==> config.mk <==
export PLATFORM = sky130hd
export DESIGN_NAME = ncx_direct_cmd
export DESIGN_NICKNAME = d
export VERILOG_FILES = /design/src/design/ncx_pkg.sv /design/src/design/ncx_direct_cmd.sv
export SDC_FILE = /design/constraint.sdc
export NUM_CORES = 1
export LEC_CHECK = 0
export ABC_AREA = 1
export BUFFER_PORTS_ARGS = -buffer_cell sky130_fd_sc_hd__buf_2
export CELL_PAD_IN_SITES_DETAIL_PLACEMENT = 1
export CELL_PAD_IN_SITES_GLOBAL_PLACEMENT = 2
export CORE_ASPECT_RATIO = 1.5
export CORE_MARGIN = 2
export CORE_UTILIZATION = 36
export DETAILED_ROUTE_END_ITERATION = 7
export PLACE_DENSITY_LB_ADDON = 0.2
export SYNTH_ARGS = -nofsm -noshare
export SYNTH_HDL_FRONTEND = slang
export SYNTH_SLANG_ARGS = --single-unit
==> constraint.sdc <==
create_clock -name clk_i -period 4.09 [get_ports clk_i]
set_input_delay 1.0225 -clock clk_i [delete_from_list [all_inputs] [get_ports clk_i]]
set_output_delay 1.0225 -clock clk_i [all_outputs]
set_load 0.005 [all_outputs]
==> src/design/ncx_pkg.sv <==
package ncx_pkg;

	// Register byte addresses
	localparam logic [7:0] ADDR_IOCFG1   = 8'h00;
	localparam logic [7:0] ADDR_IOCFG2   = 8'h04;
	localparam logic [7:0] ADDR_OPCTL    = 8'h08;
	localparam logic [7:0] ADDR_MODEDEF  = 8'h0C;
	localparam logic [7:0] ADDR_BITRATE  = 8'h10;
	localparam logic [7:0] ADDR_AUXDEF   = 8'h14;
	localparam logic [7:0] ADDR_RXCFG    = 8'h18;
	localparam logic [7:0] ADDR_TXCFG    = 8'h1C;
	localparam logic [7:0] ADDR_TIMERCTL = 8'h20;
	localparam logic [7:0] ADDR_FDTHR    = 8'h24;
	localparam logic [7:0] ADDR_IRQ      = 8'h28;
	localparam logic [7:0] ADDR_COLL     = 8'h2C;
	localparam logic [7:0] ADDR_FIFOSTAT = 8'h30;
	localparam logic [7:0] ADDR_FIFODATA = 8'h34;
	localparam logic [7:0] ADDR_CMD      = 8'h38;
	localparam logic [7:0] ADDR_CALRES   = 8'h3C;
	localparam logic [7:0] ADDR_NBTX     = 8'h40;
	localparam logic [7:0] ADDR_STATUS   = 8'h44;
	localparam logic [7:0] ADDR_BRDISP   = 8'h48;

	// Field positions
	localparam int OPCTL_EN      = 7;
	localparam int OPCTL_RX_EN   = 6;
	localparam int OPCTL_TX_EN   = 3;
	localparam int MODE_AUTO_RCA = 0;
	localparam int MODE_RATE_DET = 3;
	localparam int AUX_SLOT_LO   = 0;
	localparam int AUX_SLOT_HI   = 1;
	localparam int AUX_TX_AM     = 5;
	localparam int TMR_NRT_KEEP  = 0;
	localparam int TMR_GPT       = 4;
	localparam int TMR_WUT       = 5;
	localparam int TMR_MRT       = 6;
	localparam int TMR_NRT       = 7;
	localparam int IRQ_FO_DONE   = 0;
	localparam int IRQ_COLL      = 1;

	// Reset values
	localparam logic [7:0]  RST_REG8  = 8'h00;
	localparam logic [7:0]  RST_FDTHR = 8'h80;
	localparam logic [15:0] RST_NBTX  = 16'h0000;

	// Command codes
	localparam logic [7:0] CMD_SET_DEFAULT = 8'hC1;
	localparam logic [7:0] CMD_CLEAR       = 8'hC2;
	localparam logic [7:0] CMD_TX_CRC      = 8'hC4;
	localparam logic [7:0] CMD_TX_NOCRC    = 8'hC5;
	localparam logic [7:0] CMD_TX_REQA     = 8'hC6;
	localparam logic [7:0] CMD_TX_WUPA     = 8'hC7;
	localparam logic [7:0] CMD_FO_INITIAL  = 8'hC8;
	localparam logic [7:0] CMD_FO_RESP     = 8'hC9;
	localparam logic [7:0] CMD_FO_RESP_N0  = 8'hCA;
	localparam logic [7:0] CMD_GO_NORMAL   = 8'hCB;
	localparam logic [7:0] CMD_ANALOG_PRE  = 8'hCC;

	// Timing in carrier periods and in time units
	localparam longint FC_HZ             = 64'd13560000;
	localparam longint CLK_HZ            = 64'd250000000;
	localparam longint INITIAL_DELAY_FC  = 64'd4096;
	localparam longint RF_WAITING_FC     = 64'd512;
	localparam longint ACTIVE_DELAY_FC   = 64'd768;
	localparam longint ACTIVE_GUARD_FC   = 64'd1024;
	localparam longint INITIAL_GUARD_MS  = 64'd5;
	localparam int FIFO_DEPTH            = 96;

	// Least times round up; the initial guard must exceed its figure, hence one extra cycle
	localparam longint INITIAL_DELAY_CYC = (INITIAL_DELAY_FC * CLK_HZ + FC_HZ - 1) / FC_HZ;
	localparam longint RF_WAITING_CYC    = (RF_WAITING_FC * CLK_HZ + FC_HZ - 1) / FC_HZ;
	localparam longint ACTIVE_DELAY_CYC  = (ACTIVE_DELAY_FC * CLK_HZ + FC_HZ - 1) / FC_HZ;
	localparam longint ACTIVE_GUARD_CYC  = (ACTIVE_GUARD_FC * CLK_HZ + FC_HZ - 1) / FC_HZ;
	localparam longint INITIAL_GUARD_CYC = INITIAL_GUARD_MS * CLK_HZ / 64'd1000 + 64'd1;

	typedef enum logic [1:0] {
		TXK_CRC   = 2'b00,
		TXK_NOCRC = 2'b01,
		TXK_REQA  = 2'b10,
		TXK_WUPA  = 2'b11
	} ncx_txkind_t;

	typedef struct packed {
		logic        tx_start;
		ncx_txkind_t tx_kind;
		logic        fifo_flush;
		logic        activity_abort;
		logic        tx_en;
		logic        rx_en;
	} ncx_ctl_t;

	typedef struct packed {
		logic [7:0] rx_cfg;
		logic [7:0] tx_cfg;
		logic [7:0] bitrate;
		logic       tx_am_select;
	} ncx_cfg_t;

endpackage

==> src/design/ncx_direct_cmd.sv <==
module ncx_direct_cmd #(
	parameter int unsigned P_INIT_DELAY_CYC  = 32'(ncx_pkg::INITIAL_DELAY_CYC),
	parameter int unsigned P_RF_WAIT_CYC     = 32'(ncx_pkg::RF_WAITING_CYC),
	parameter int unsigned P_INIT_GUARD_CYC  = 32'(ncx_pkg::INITIAL_GUARD_CYC),
	parameter int unsigned P_ACT_DELAY_CYC   = 32'(ncx_pkg::ACTIVE_DELAY_CYC),
	parameter int unsigned P_ACT_GUARD_CYC   = 32'(ncx_pkg::ACTIVE_GUARD_CYC)
) (
	input  wire logic             clk_i,
	input  wire logic             rst_b_i,
	input  wire logic             psel_i,
	input  wire logic             penable_i,
	input  wire logic             pwrite_i,
	input  wire logic [7:0]       paddr_i,
	input  wire logic [31:0]      pwdata_i,
	output logic      [31:0]      prdata_o,
	output logic                  pready_o,
	output logic                  pslverr_o,
	input  wire logic             xtal_freq_ok_i,
	input  wire logic             xtal_ampl_ok_i,
	input  wire logic [7:0]       rf_level_i,
	input  wire logic [7:0]       rate_display_i,
	input  wire logic             tx_done_i,
	output ncx_pkg::ncx_ctl_t     ctl_o,
	output ncx_pkg::ncx_cfg_t     cfg_o,
	output logic      [1:0]       irq_flags_o
);
	import ncx_pkg::*;

	if (P_INIT_DELAY_CYC < 1 || P_RF_WAIT_CYC < 1 || P_INIT_GUARD_CYC < 1 ||
	    P_ACT_DELAY_CYC < 1 || P_ACT_GUARD_CYC < 1) begin : g_bad_timing
		$error("ncx_direct_cmd: every timing count must be at least one cycle");
	end

	typedef enum logic [1:0] {
		FO_IDLE  = 2'b00,
		FO_DELAY = 2'b01,
		FO_GUARD = 2'b11
	} ncx_fo_state_t;

	// Analog preset tables
	function automatic logic [7:0] ncx_rx_preset(input logic [7:0] mode, input logic [7:0] rate);
		logic [7:0] v;
		v = 8'h00;
		v[7] = mode[MODE_RATE_DET];
		v[6] = (rate[1:0] == 2'h3);
		v[5:3] = rate[2:0];
		v[2:0] = mode[6:4];
		return v;
	endfunction

	function automatic logic [7:0] ncx_tx_preset(input logic [7:0] mode, input logic [7:0] rate);
		logic [7:0] v;
		v = 8'h00;
		v[7:4] = mode[7:4];
		v[3:0] = rate[3:0];
		return v;
	endfunction

	function automatic logic ncx_rate_is_am(input logic [7:0] rate);
		return (rate[3:0] != 4'h0);
	endfunction

	// Pin synchronisers
	logic [2:0] freq_sync_ff;
	logic [2:0] ampl_sync_ff;
	logic       freq_ok_ff;
	logic       ampl_ok_ff;

	always_ff @(posedge clk_i or negedge rst_b_i) begin
		if (!rst_b_i) begin
			freq_sync_ff <= 3'h0;
			ampl_sync_ff <= 3'h0;
			freq_ok_ff   <= 1'b0;
			ampl_ok_ff   <= 1'b0;
		end else begin
			freq_sync_ff <= {freq_sync_ff[1:0], xtal_freq_ok_i};
			ampl_sync_ff <= {ampl_sync_ff[1:0], xtal_ampl_ok_i};
			if (freq_sync_ff[1] == freq_sync_ff[2]) begin
				freq_ok_ff <= freq_sync_ff[2];
			end
			if (ampl_sync_ff[1] == ampl_sync_ff[2]) begin
				ampl_ok_ff <= ampl_sync_ff[2];
			end
		end
	end

	// APB decode
	logic       acc;
	logic       wr;
	logic       rd;
	logic       mapped;
	logic       pready_ff;
	logic       pslverr_ff;
	logic [31:0] prdata_ff;
	logic [31:0] nxt_prdata;

	assign acc = psel_i & penable_i & ~pready_ff;
	assign wr  = acc & pwrite_i;
	assign rd  = acc & ~pwrite_i;

	// Register state
	logic [7:0]  iocfg1_ff;
	logic [7:0]  iocfg2_ff;
	logic [7:0]  opctl_ff;
	logic [7:0]  modedef_ff;
	logic [7:0]  bitrate_ff;
	logic [7:0]  auxdef_ff;
	logic [7:0]  rxcfg_ff;
	logic [7:0]  txcfg_ff;
	logic        nrt_keep_ff;
	logic [3:0]  tmr_run_ff;
	logic [7:0]  fdthr_ff;
	logic [1:0]  irq_ff;
	logic [7:0]  coll_ff;
	logic [6:0]  fifo_lvl_ff;
	logic        fifo_ovf_ff;
	logic [7:0]  calres_ff;
	logic [15:0] nbtx_ff;
	logic        tx_busy_ff;
	ncx_ctl_t    ctl_ff;

	// Command decode and acceptance
	logic       cmd_wr;
	logic [7:0] cmd;
	logic       en;
	logic       ok_set_default;
	logic       ok_clear;
	logic       ok_tx;
	logic       ok_fo;
	logic       ok_go_normal;
	logic       ok_preset;
	logic       is_tx_cmd;
	logic       is_fo_cmd;

	assign cmd_wr    = wr & (paddr_i == ADDR_CMD);
	assign cmd       = pwdata_i[7:0];
	assign en        = opctl_ff[OPCTL_EN];
	assign is_tx_cmd = (cmd == CMD_TX_CRC) | (cmd == CMD_TX_NOCRC) |
	                   (cmd == CMD_TX_REQA) | (cmd == CMD_TX_WUPA);
	assign is_fo_cmd = (cmd == CMD_FO_INITIAL) | (cmd == CMD_FO_RESP) | (cmd == CMD_FO_RESP_N0);

	assign ok_set_default = cmd_wr & (cmd == CMD_SET_DEFAULT);
	assign ok_clear       = cmd_wr & (cmd == CMD_CLEAR) & en & freq_ok_ff;
	assign ok_tx          = cmd_wr & is_tx_cmd & en & opctl_ff[OPCTL_TX_EN];
	assign ok_fo          = cmd_wr & is_fo_cmd & en & freq_ok_ff & ampl_ok_ff;
	assign ok_go_normal   = cmd_wr & (cmd == CMD_GO_NORMAL) & modedef_ff[MODE_RATE_DET];
	assign ok_preset      = cmd_wr & (cmd == CMD_ANALOG_PRE);
	// unaccepted codes fall through; they drive no update below

	// Field-on sequencer
	ncx_fo_state_t fo_state_ff;
	logic [31:0]   fo_cnt_ff;
	logic          fo_resp_ff;
	logic [15:0]   lfsr_ff;
	logic [1:0]    slot_n;
	logic [1:0]    slot_r;
	logic [31:0]   delay_cyc;
	logic          foreign_field;
	logic          fo_keep;
	logic          fo_abort;
	logic          fo_coll;
	logic          fo_done;

	// n from the slot bits, forced to zero for the n=0 variant
	assign slot_n = (cmd == CMD_FO_RESP_N0) ? 2'h0 :
	                {auxdef_ff[AUX_SLOT_HI], auxdef_ff[AUX_SLOT_LO]};
	assign slot_r = (lfsr_ff[1:0] <= slot_n) ? lfsr_ff[1:0] : slot_n;
	// initial or active delay, plus RF waiting slots in both cases
	assign delay_cyc = ((cmd == CMD_FO_INITIAL) ? P_INIT_DELAY_CYC : P_ACT_DELAY_CYC) +
	                   32'(slot_r) * P_RF_WAIT_CYC;
	assign foreign_field = (rf_level_i >= fdthr_ff);
	assign fo_keep  = fo_resp_ff & modedef_ff[MODE_AUTO_RCA];
	assign fo_abort = (ok_clear & ~fo_keep) | ok_set_default;
	// collision during the delay ends the attempt
	assign fo_coll  = (fo_state_ff == FO_DELAY) & foreign_field & ~fo_abort;
	assign fo_done  = (fo_state_ff == FO_GUARD) & (fo_cnt_ff == 32'h1) & ~fo_abort;

	always_ff @(posedge clk_i or negedge rst_b_i) begin
		if (!rst_b_i) begin
			lfsr_ff <= 16'hACE1;
		end else begin
			lfsr_ff <= {lfsr_ff[14:0], lfsr_ff[15] ^ lfsr_ff[13] ^ lfsr_ff[12] ^ lfsr_ff[10]};
		end
	end

	always_ff @(posedge clk_i or negedge rst_b_i) begin
		if (!rst_b_i) begin
			fo_state_ff <= FO_IDLE;
			fo_cnt_ff   <= 32'h0;
			fo_resp_ff  <= 1'b0;
		end else if (fo_abort) begin
			fo_state_ff <= FO_IDLE;
			fo_cnt_ff   <= 32'h0;
		end else begin
			case (fo_state_ff)
				FO_IDLE: begin
					if (ok_fo) begin
						fo_state_ff <= FO_DELAY;
						fo_cnt_ff   <= delay_cyc;
						fo_resp_ff  <= (cmd != CMD_FO_INITIAL);
					end
				end
				FO_DELAY: begin
					if (foreign_field) begin
						fo_state_ff <= FO_IDLE;
					end else if (fo_cnt_ff == 32'h1) begin
						fo_state_ff <= FO_GUARD;
						fo_cnt_ff   <= fo_resp_ff ? P_ACT_GUARD_CYC : P_INIT_GUARD_CYC;
					end else begin
						fo_cnt_ff <= fo_cnt_ff - 32'h1;
					end
				end
				FO_GUARD: begin
					if (fo_cnt_ff == 32'h1) begin
						fo_state_ff <= FO_IDLE;
					end else begin
						fo_cnt_ff <= fo_cnt_ff - 32'h1;
					end
				end
				default: begin
					fo_state_ff <= FO_IDLE;
				end
			endcase
		end
	end

	// Operation control, IO configuration
	always_ff @(posedge clk_i or negedge rst_b_i) begin
		if (!rst_b_i) begin
			iocfg1_ff <= RST_REG8;
			iocfg2_ff <= RST_REG8;
			opctl_ff  <= RST_REG8;
		end else begin
			if (wr & (paddr_i == ADDR_IOCFG1)) begin
				iocfg1_ff <= pwdata_i[7:0];
			end
			if (wr & (paddr_i == ADDR_IOCFG2)) begin
				iocfg2_ff <= pwdata_i[7:0];
			end
			if (wr & (paddr_i == ADDR_OPCTL)) begin
				opctl_ff <= pwdata_i[7:0];
			end
			// field switched on at the same edge that the guard time starts
			if (fo_state_ff == FO_DELAY && fo_cnt_ff == 32'h1 && !foreign_field && !fo_abort) begin
				opctl_ff[OPCTL_TX_EN] <= 1'b1;
			end
		end
	end

	// Configuration registers
	always_ff @(posedge clk_i or negedge rst_b_i) begin
		if (!rst_b_i) begin
			modedef_ff <= RST_REG8;
			bitrate_ff <= RST_REG8;
			auxdef_ff  <= RST_REG8;
			rxcfg_ff   <= RST_REG8;
			txcfg_ff   <= RST_REG8;
			fdthr_ff   <= RST_FDTHR;
			nbtx_ff    <= RST_NBTX;
			calres_ff  <= RST_REG8;
		end else if (ok_set_default) begin
			modedef_ff <= RST_REG8;
			bitrate_ff <= RST_REG8;
			auxdef_ff  <= RST_REG8;
			rxcfg_ff   <= RST_REG8;
			txcfg_ff   <= RST_REG8;
			fdthr_ff   <= RST_FDTHR;
			nbtx_ff    <= RST_NBTX;
			calres_ff  <= RST_REG8;
		end else begin
			if (wr & (paddr_i == ADDR_MODEDEF)) begin
				modedef_ff <= pwdata_i[7:0];
			end else if (ok_go_normal) begin
				modedef_ff[MODE_RATE_DET] <= 1'b0;
			end
			if (wr & (paddr_i == ADDR_BITRATE)) begin
				bitrate_ff <= pwdata_i[7:0];
			end else if (ok_go_normal) begin
				bitrate_ff <= rate_display_i;
			end
			if (wr & (paddr_i == ADDR_AUXDEF)) begin
				auxdef_ff <= pwdata_i[7:0];
			end else if (ok_go_normal) begin
				auxdef_ff[AUX_TX_AM] <= ncx_rate_is_am(rate_display_i);
			end
			if (wr & (paddr_i == ADDR_RXCFG)) begin
				rxcfg_ff <= pwdata_i[7:0];
			end else if (ok_preset) begin
				rxcfg_ff <= ncx_rx_preset(modedef_ff, bitrate_ff);
			end
			if (wr & (paddr_i == ADDR_TXCFG)) begin
				txcfg_ff <= pwdata_i[7:0];
			end else if (ok_preset) begin
				txcfg_ff <= ncx_tx_preset(modedef_ff, bitrate_ff);
			end
			if (wr & (paddr_i == ADDR_FDTHR)) begin
				fdthr_ff <= pwdata_i[7:0];
			end
			if (wr & (paddr_i == ADDR_NBTX)) begin
				nbtx_ff <= pwdata_i[15:0];
			end
			if (wr & (paddr_i == ADDR_CALRES)) begin
				calres_ff <= pwdata_i[7:0];
			end
		end
	end

	// Timers
	always_ff @(posedge clk_i or negedge rst_b_i) begin
		if (!rst_b_i) begin
			nrt_keep_ff <= 1'b0;
			tmr_run_ff  <= 4'h0;
		end else if (ok_set_default) begin
			nrt_keep_ff <= 1'b0;
			tmr_run_ff  <= 4'h0;
		end else if (ok_clear) begin
			// stop all but wake-up; no-response kept on request
			tmr_run_ff[TMR_GPT - 4] <= 1'b0;
			tmr_run_ff[TMR_MRT - 4] <= 1'b0;
			if (!nrt_keep_ff) begin
				tmr_run_ff[TMR_NRT - 4] <= 1'b0;
			end
		end else if (wr & (paddr_i == ADDR_TIMERCTL)) begin
			nrt_keep_ff <= pwdata_i[TMR_NRT_KEEP];
			tmr_run_ff  <= tmr_run_ff | pwdata_i[7:4];
		end
	end

	// Interrupt flags, collision, FIFO level: hardware set of the interrupt flags wins over clear; a clear wins over a FIFO data write
	always_ff @(posedge clk_i or negedge rst_b_i) begin
		if (!rst_b_i) begin
			irq_ff      <= 2'h0;
			coll_ff     <= RST_REG8;
			fifo_lvl_ff <= 7'h0;
			fifo_ovf_ff <= 1'b0;
		end else begin
			if (ok_set_default | ok_clear) begin
				irq_ff  <= 2'h0;
				coll_ff <= RST_REG8;
			end else if (wr & (paddr_i == ADDR_IRQ)) begin
				irq_ff <= irq_ff & ~pwdata_i[1:0];
			end else if (wr & (paddr_i == ADDR_COLL)) begin
				coll_ff <= pwdata_i[7:0];
			end
			if (fo_done) begin
				irq_ff[IRQ_FO_DONE] <= 1'b1;
			end
			if (fo_coll) begin
				irq_ff[IRQ_COLL] <= 1'b1;
			end
			// FIFO kept when enable is clear; clear empties it
			if ((ok_set_default & en) | ok_clear) begin
				fifo_lvl_ff <= 7'h0;
				fifo_ovf_ff <= 1'b0;
			end else if (ok_tx & (cmd == CMD_TX_CRC || cmd == CMD_TX_NOCRC)) begin
				fifo_lvl_ff <= 7'h0;
			end else if (wr & (paddr_i == ADDR_FIFODATA)) begin
				if (fifo_lvl_ff == 7'(FIFO_DEPTH)) begin
					fifo_ovf_ff <= 1'b1;
				end else begin
					fifo_lvl_ff <= fifo_lvl_ff + 7'h1;
				end
			end
		end
	end

	// Transmit and activity control
	always_ff @(posedge clk_i or negedge rst_b_i) begin
		if (!rst_b_i) begin
			ctl_ff     <= '0;
			tx_busy_ff <= 1'b0;
		end else begin
			ctl_ff.tx_start       <= 1'b0;
			ctl_ff.fifo_flush     <= (ok_set_default & en) | ok_clear;
			ctl_ff.activity_abort <= ok_clear | ok_set_default;
			ctl_ff.tx_en          <= opctl_ff[OPCTL_TX_EN];
			ctl_ff.rx_en          <= opctl_ff[OPCTL_RX_EN];
			if (ok_tx) begin
				// REQA and WUPA go without FIFO data
				ctl_ff.tx_start <= 1'b1;
				case (cmd)
					CMD_TX_CRC:   ctl_ff.tx_kind <= TXK_CRC;
					CMD_TX_NOCRC: ctl_ff.tx_kind <= TXK_NOCRC;
					CMD_TX_REQA:  ctl_ff.tx_kind <= TXK_REQA;
					default:      ctl_ff.tx_kind <= TXK_WUPA;
				endcase
			end
			if (ok_clear | ok_set_default | tx_done_i) begin
				tx_busy_ff <= 1'b0;
			end else if (ok_tx) begin
				tx_busy_ff <= 1'b1;
			end
		end
	end

	// APB slave: one wait state, then answer
	always_comb begin
		mapped     = 1'b1;
		nxt_prdata = 32'h0;
		case (paddr_i)
			ADDR_IOCFG1:   nxt_prdata[7:0] = iocfg1_ff;
			ADDR_IOCFG2:   nxt_prdata[7:0] = iocfg2_ff;
			ADDR_OPCTL:    nxt_prdata[7:0] = opctl_ff;
			ADDR_MODEDEF:  nxt_prdata[7:0] = modedef_ff;
			ADDR_BITRATE:  nxt_prdata[7:0] = bitrate_ff;
			ADDR_AUXDEF:   nxt_prdata[7:0] = auxdef_ff;
			ADDR_RXCFG:    nxt_prdata[7:0] = rxcfg_ff;
			ADDR_TXCFG:    nxt_prdata[7:0] = txcfg_ff;
			ADDR_TIMERCTL: nxt_prdata[7:0] = {tmr_run_ff, 3'h0, nrt_keep_ff};
			ADDR_FDTHR:    nxt_prdata[7:0] = fdthr_ff;
			ADDR_IRQ:      nxt_prdata[1:0] = irq_ff;
			ADDR_COLL:     nxt_prdata[7:0] = coll_ff;
			ADDR_FIFOSTAT: nxt_prdata[7:0] = {fifo_ovf_ff, fifo_lvl_ff};
			ADDR_FIFODATA: nxt_prdata      = 32'h0;
			ADDR_CMD:      nxt_prdata      = 32'h0;
			ADDR_CALRES:   nxt_prdata[7:0] = calres_ff;
			ADDR_NBTX:     nxt_prdata[15:0] = nbtx_ff;
			ADDR_STATUS:   nxt_prdata[5:0] = {tx_busy_ff, ampl_ok_ff, freq_ok_ff,
			                                  modedef_ff[MODE_RATE_DET],
			                                  fo_state_ff == FO_GUARD,
			                                  fo_state_ff != FO_IDLE};
			ADDR_BRDISP:   nxt_prdata[7:0] = rate_display_i;
			default:       mapped          = 1'b0;
		endcase
	end

	always_ff @(posedge clk_i or negedge rst_b_i) begin
		if (!rst_b_i) begin
			pready_ff  <= 1'b0;
			pslverr_ff <= 1'b0;
			prdata_ff  <= 32'h0;
		end else begin
			pready_ff  <= acc;
			pslverr_ff <= acc & ~mapped;
			if (rd) begin
				prdata_ff <= nxt_prdata;
			end
		end
	end

	assign prdata_o    = prdata_ff;
	assign pready_o    = pready_ff;
	assign pslverr_o   = pslverr_ff;
	assign ctl_o       = ctl_ff;
	assign cfg_o       = '{rx_cfg: rxcfg_ff, tx_cfg: txcfg_ff, bitrate: bitrate_ff,
	                       tx_am_select: auxdef_ff[AUX_TX_AM]};
	assign irq_flags_o = irq_ff;

endmodule

==> flow_summary.yaml <==
global_route:
  grt_overflow: 0
  grt_pass1_vias: 11292
  antenna_found_initial: 0
  track_usage: 0.2591
  grt_first_pass_wirelength_um: 65750
  grt_max_degree: 71
floorplan:
  dieArea_sq_mm: 0.03314
  fp.dieH_um: 222.0
  core-area_sq_mm: 0.03114
  initial_utilization: 0.3662
  ioPinCount: 132
  die_w_um: 149.3
  core.rowCount: 79
place:
  hpwl_um: 32420
  placed_area_sq_mm: 0.01247
  pre_cts_ws_ns: 0.1496
  gp_congestion: 0.9267
  port_buffers: 99
  placed_cells: 2059
route:
  drc: 0
  ant_nets: 0
  drtIter0Drc: 442
  top_layer_used: "met4"
  m1WireLength_um: 16410
  vias: 10786
  met3WireLength_um: 1429
  wire_per_inst_um: 20.22
  wl_met2_um: 22810
  drt_first_pass_iters: 4
  viasPerCell: 5.134
  drt-total-wl_um: 42490
sta:
  setup_ws_ns: 0.7042
  drv_slew: 0
  rsz0062_at_grt: "false"
  slew_headroom: 0.5165
  setup_viol: 0
  finalCriticalPeriod_ns: 3.386
  max_slew.worst_pin.slew_ns: 0.7227
  whs_ns: 0.3513
  min_period_over_period: 0.8278
  timing.fmax_mhz: 295.3
  finalHoldViolations: 0
  setup_tns_ns: 0
  clock_skew_ns: 0.01639
synth:
  synthSimpleGateAreaFrac: 0.3007
  async_reset_ff_frac: 1.000
  synthAdderAreaFrac: 0.03248
  netlist_top_cells_area: "dfrtp_1, nand2_1, o21ai_0"
  synth_top_family_by_area: "simple AND/OR/NAND/NOR gates"
  synthFlopType: "dfrtp_1"
  muxShareOfSynthArea: 0.0009876
  yosysUniqueCellTypes: 45
  synth_xor_area_frac: 0.02381
  synth_edf_count: 0
  yosysTopAreaCell: "dfrtp_1"
  synth_area_sq_mm: 0.01140
  synth_warnings: 0
  syn_avg_cell_area_sq_um: 7.323
  synth_top_area_share: 0.4280
  syn_inst: 1557
  synth-seq-cells: 204
  ys_seq_area_frac: 0.4487
  synth_compound_area_frac: 0.1115
worst_setup_path:
  r2r-start: "lfsr_ff[1]"
  path_class: "input port to flip-flop"
  critPathArrivalTime_ns: 3.82
  worst_r2r_path_depth: 16
  required_ns: 4.52
  r2r_slack_ns: 1.25
  worstSetupStartpointType: "input port"
  r2r-end: "fo_cnt_ff[11]"
  cp-end-kind: "flip-flop"
  cp_max_fo: 5
finish:
  n_antenna_cell: 0
  final_cell_mix: "nand2_1, dfrtp_1, nor2_1, inv_1, o21ai_0"
  n_fill_cell: 3974
  layout-drive-gt1-share: 0.1250
  nNetsFinal: 1772
  regArea_sq_mm: 0.005116
  layout.cells.non_filler: 2101
  stdcell_area_sq_mm: 0.01332
  layout_commonest_cell: "nand2_1"
  fin_util: 0.4277
  area_delta_synth_final_pct: 16.79
  multi_input_area_sq_mm: 0.005413
power:
  intPower_mw: 4.083
  power_mw: 6.343
  p_switching_mw: 2.261
  seq_power_share: 0.362
  power.density_mw_per_mm2: 476.4
  p_clk_frac: 0.368
  peakVddDrop_mv: 0.3604
  switching_share: 0.3564
  comb_power_share: 0.269
  p_leak_nw: 6.959
clocking:
  clk_latency_ns: 0.53
  cts_buffers: 24
  clkSinkCount: 204
  cts_setup_buffers: 0
  clk_pin_slew_ns: 0.06
  cts_buffer_depth: 3
  cts_hold_buf: 0
  clockRootBuffer: "clkbuf_16"
  cts-htree-levels: 1
  cts_resized: 0
  cts_tree: "yes"
flow_run:
  drv_cap: 0
min_path:
  min_path_cells: 0
  holdPathEnd: "lfsr_ff[4]"
  hp-start: "lfsr_ff[3]"
  hp-class: "flip-flop to flip-flop"
status:
  outcome: "completed"
## worst max-delay path by stage
stage / startpoint / endpoint / slack, ns
6_report: pwdata_i[5] / fo_cnt_ff[11] / 0.70
4_1_cts: pwdata_i[5] / fo_cnt_ff[11] / 0.73
2_1_floorplan: pwdata_i[1] / fo_cnt_ff[11] / 0.42
5_1_grt: pwdata_i[0] / fo_cnt_ff[11] / 0.37
3_5_place_dp: pwdata_i[5] / fo_cnt_ff[11] / 0.15
3_3_place_gp: pwdata_i[5] / fo_cnt_ff[11] / 0.25
## cells by family (layout without fill, tap and decap cells)
family	count (synthesis)	in the layout
compound gates	230	230
xor+xnor	31	31
fa+ha+maj	30	30
buf+inv	220	344
flops	204	204
mux	1	1
other cells	1	16
simple gates	840	840
## final cells by class
| class | instances | share of cell area |
|---|---|---|
| inverters | 166 | 0.04679 |
| multi-input cells | 1148 | 0.4065 |
| well taps | 405 | 0.03805 |
| clock inverters | 12 | 0.01315 |
| flip-flops and latches | 204 | 0.3842 |
| repair buffers | 136 | 0.06070 |
| clock buffers | 30 | 0.05064 |
## synthesized netlist by cell type (all sizes together) (19+ instances only)
cell and number:
nand2 526, a21oi 28, inv 162, nand4 19
nand3 97, ha 28, o21ai 154, dfrtp 195
nor2 181, buf 30, clkbuf 24, o211ai 22
xor2 19
## registers in the layout, summed over array words and instances, names as in the netlist, 4 cells and up
signal / count
fo_cnt_ff: 32
lfsr_ff: 16
nbtx_ff: 16
prdata_o: 16
auxdef_ff: 8
bitrate_ff: 8
calres_ff: 8
coll_ff: 8
fdthr_ff: 8
iocfg1_ff: 8
iocfg2_ff: 8
modedef_ff: 8
opctl_ff: 8
rxcfg_ff: 8
txcfg_ff: 8
ctl_o: 7
fifo_lvl_ff: 7
tmr_run_ff: 4
## per-layer routing
| layer | track usage | vias to the layer above |
|---|---|---|
| met5 | 0 | - |
| met2 | 0.4950 | 232 |
| met4 | 0.1023 | 0 |
| li1 | - | 5191 |
| met3 | 0.02469 | 74 |
| met1 | 0.2895 | 5289 |
## power groups by stage
stage / Clock [mW] / Sequential, mW / Combinational (mW)
final: 2.34 / 2.30 / 1.71
after global routing: 2.47 / 2.32 / 1.95
after CTS: 2.39 / 2.30 / 1.74
after detailed placement: 0 / 2.33 / 1.73
after global placement: 0 / 2.33 / 1.70
after floorplan: 0 / 2.28 / 1.21
## worst max-delay path, cell delays in order
cell	delay (ns)
buf_2	0.17
inv_1	0.08
nand2_1	0.11
nor2_4	0.05
nand2_1	0.08
nand2_1	0.07
ha_1	0.26
or2_2	0.28
nand2_1	0.08
nand2_1	0.12
ha_1	0.22
inv_1	0.06
ha_1	0.23
inv_1	0.08
nor2_1	0.05
o21a_1	0.16
nor2_1	0.18
nand2_1	0.12
a21oi_1	0.13
o21ai_0	0.11
nand3_1	0.09
nand2_1	0.05
Note: power is estimated with default switching activity, not from simulation.
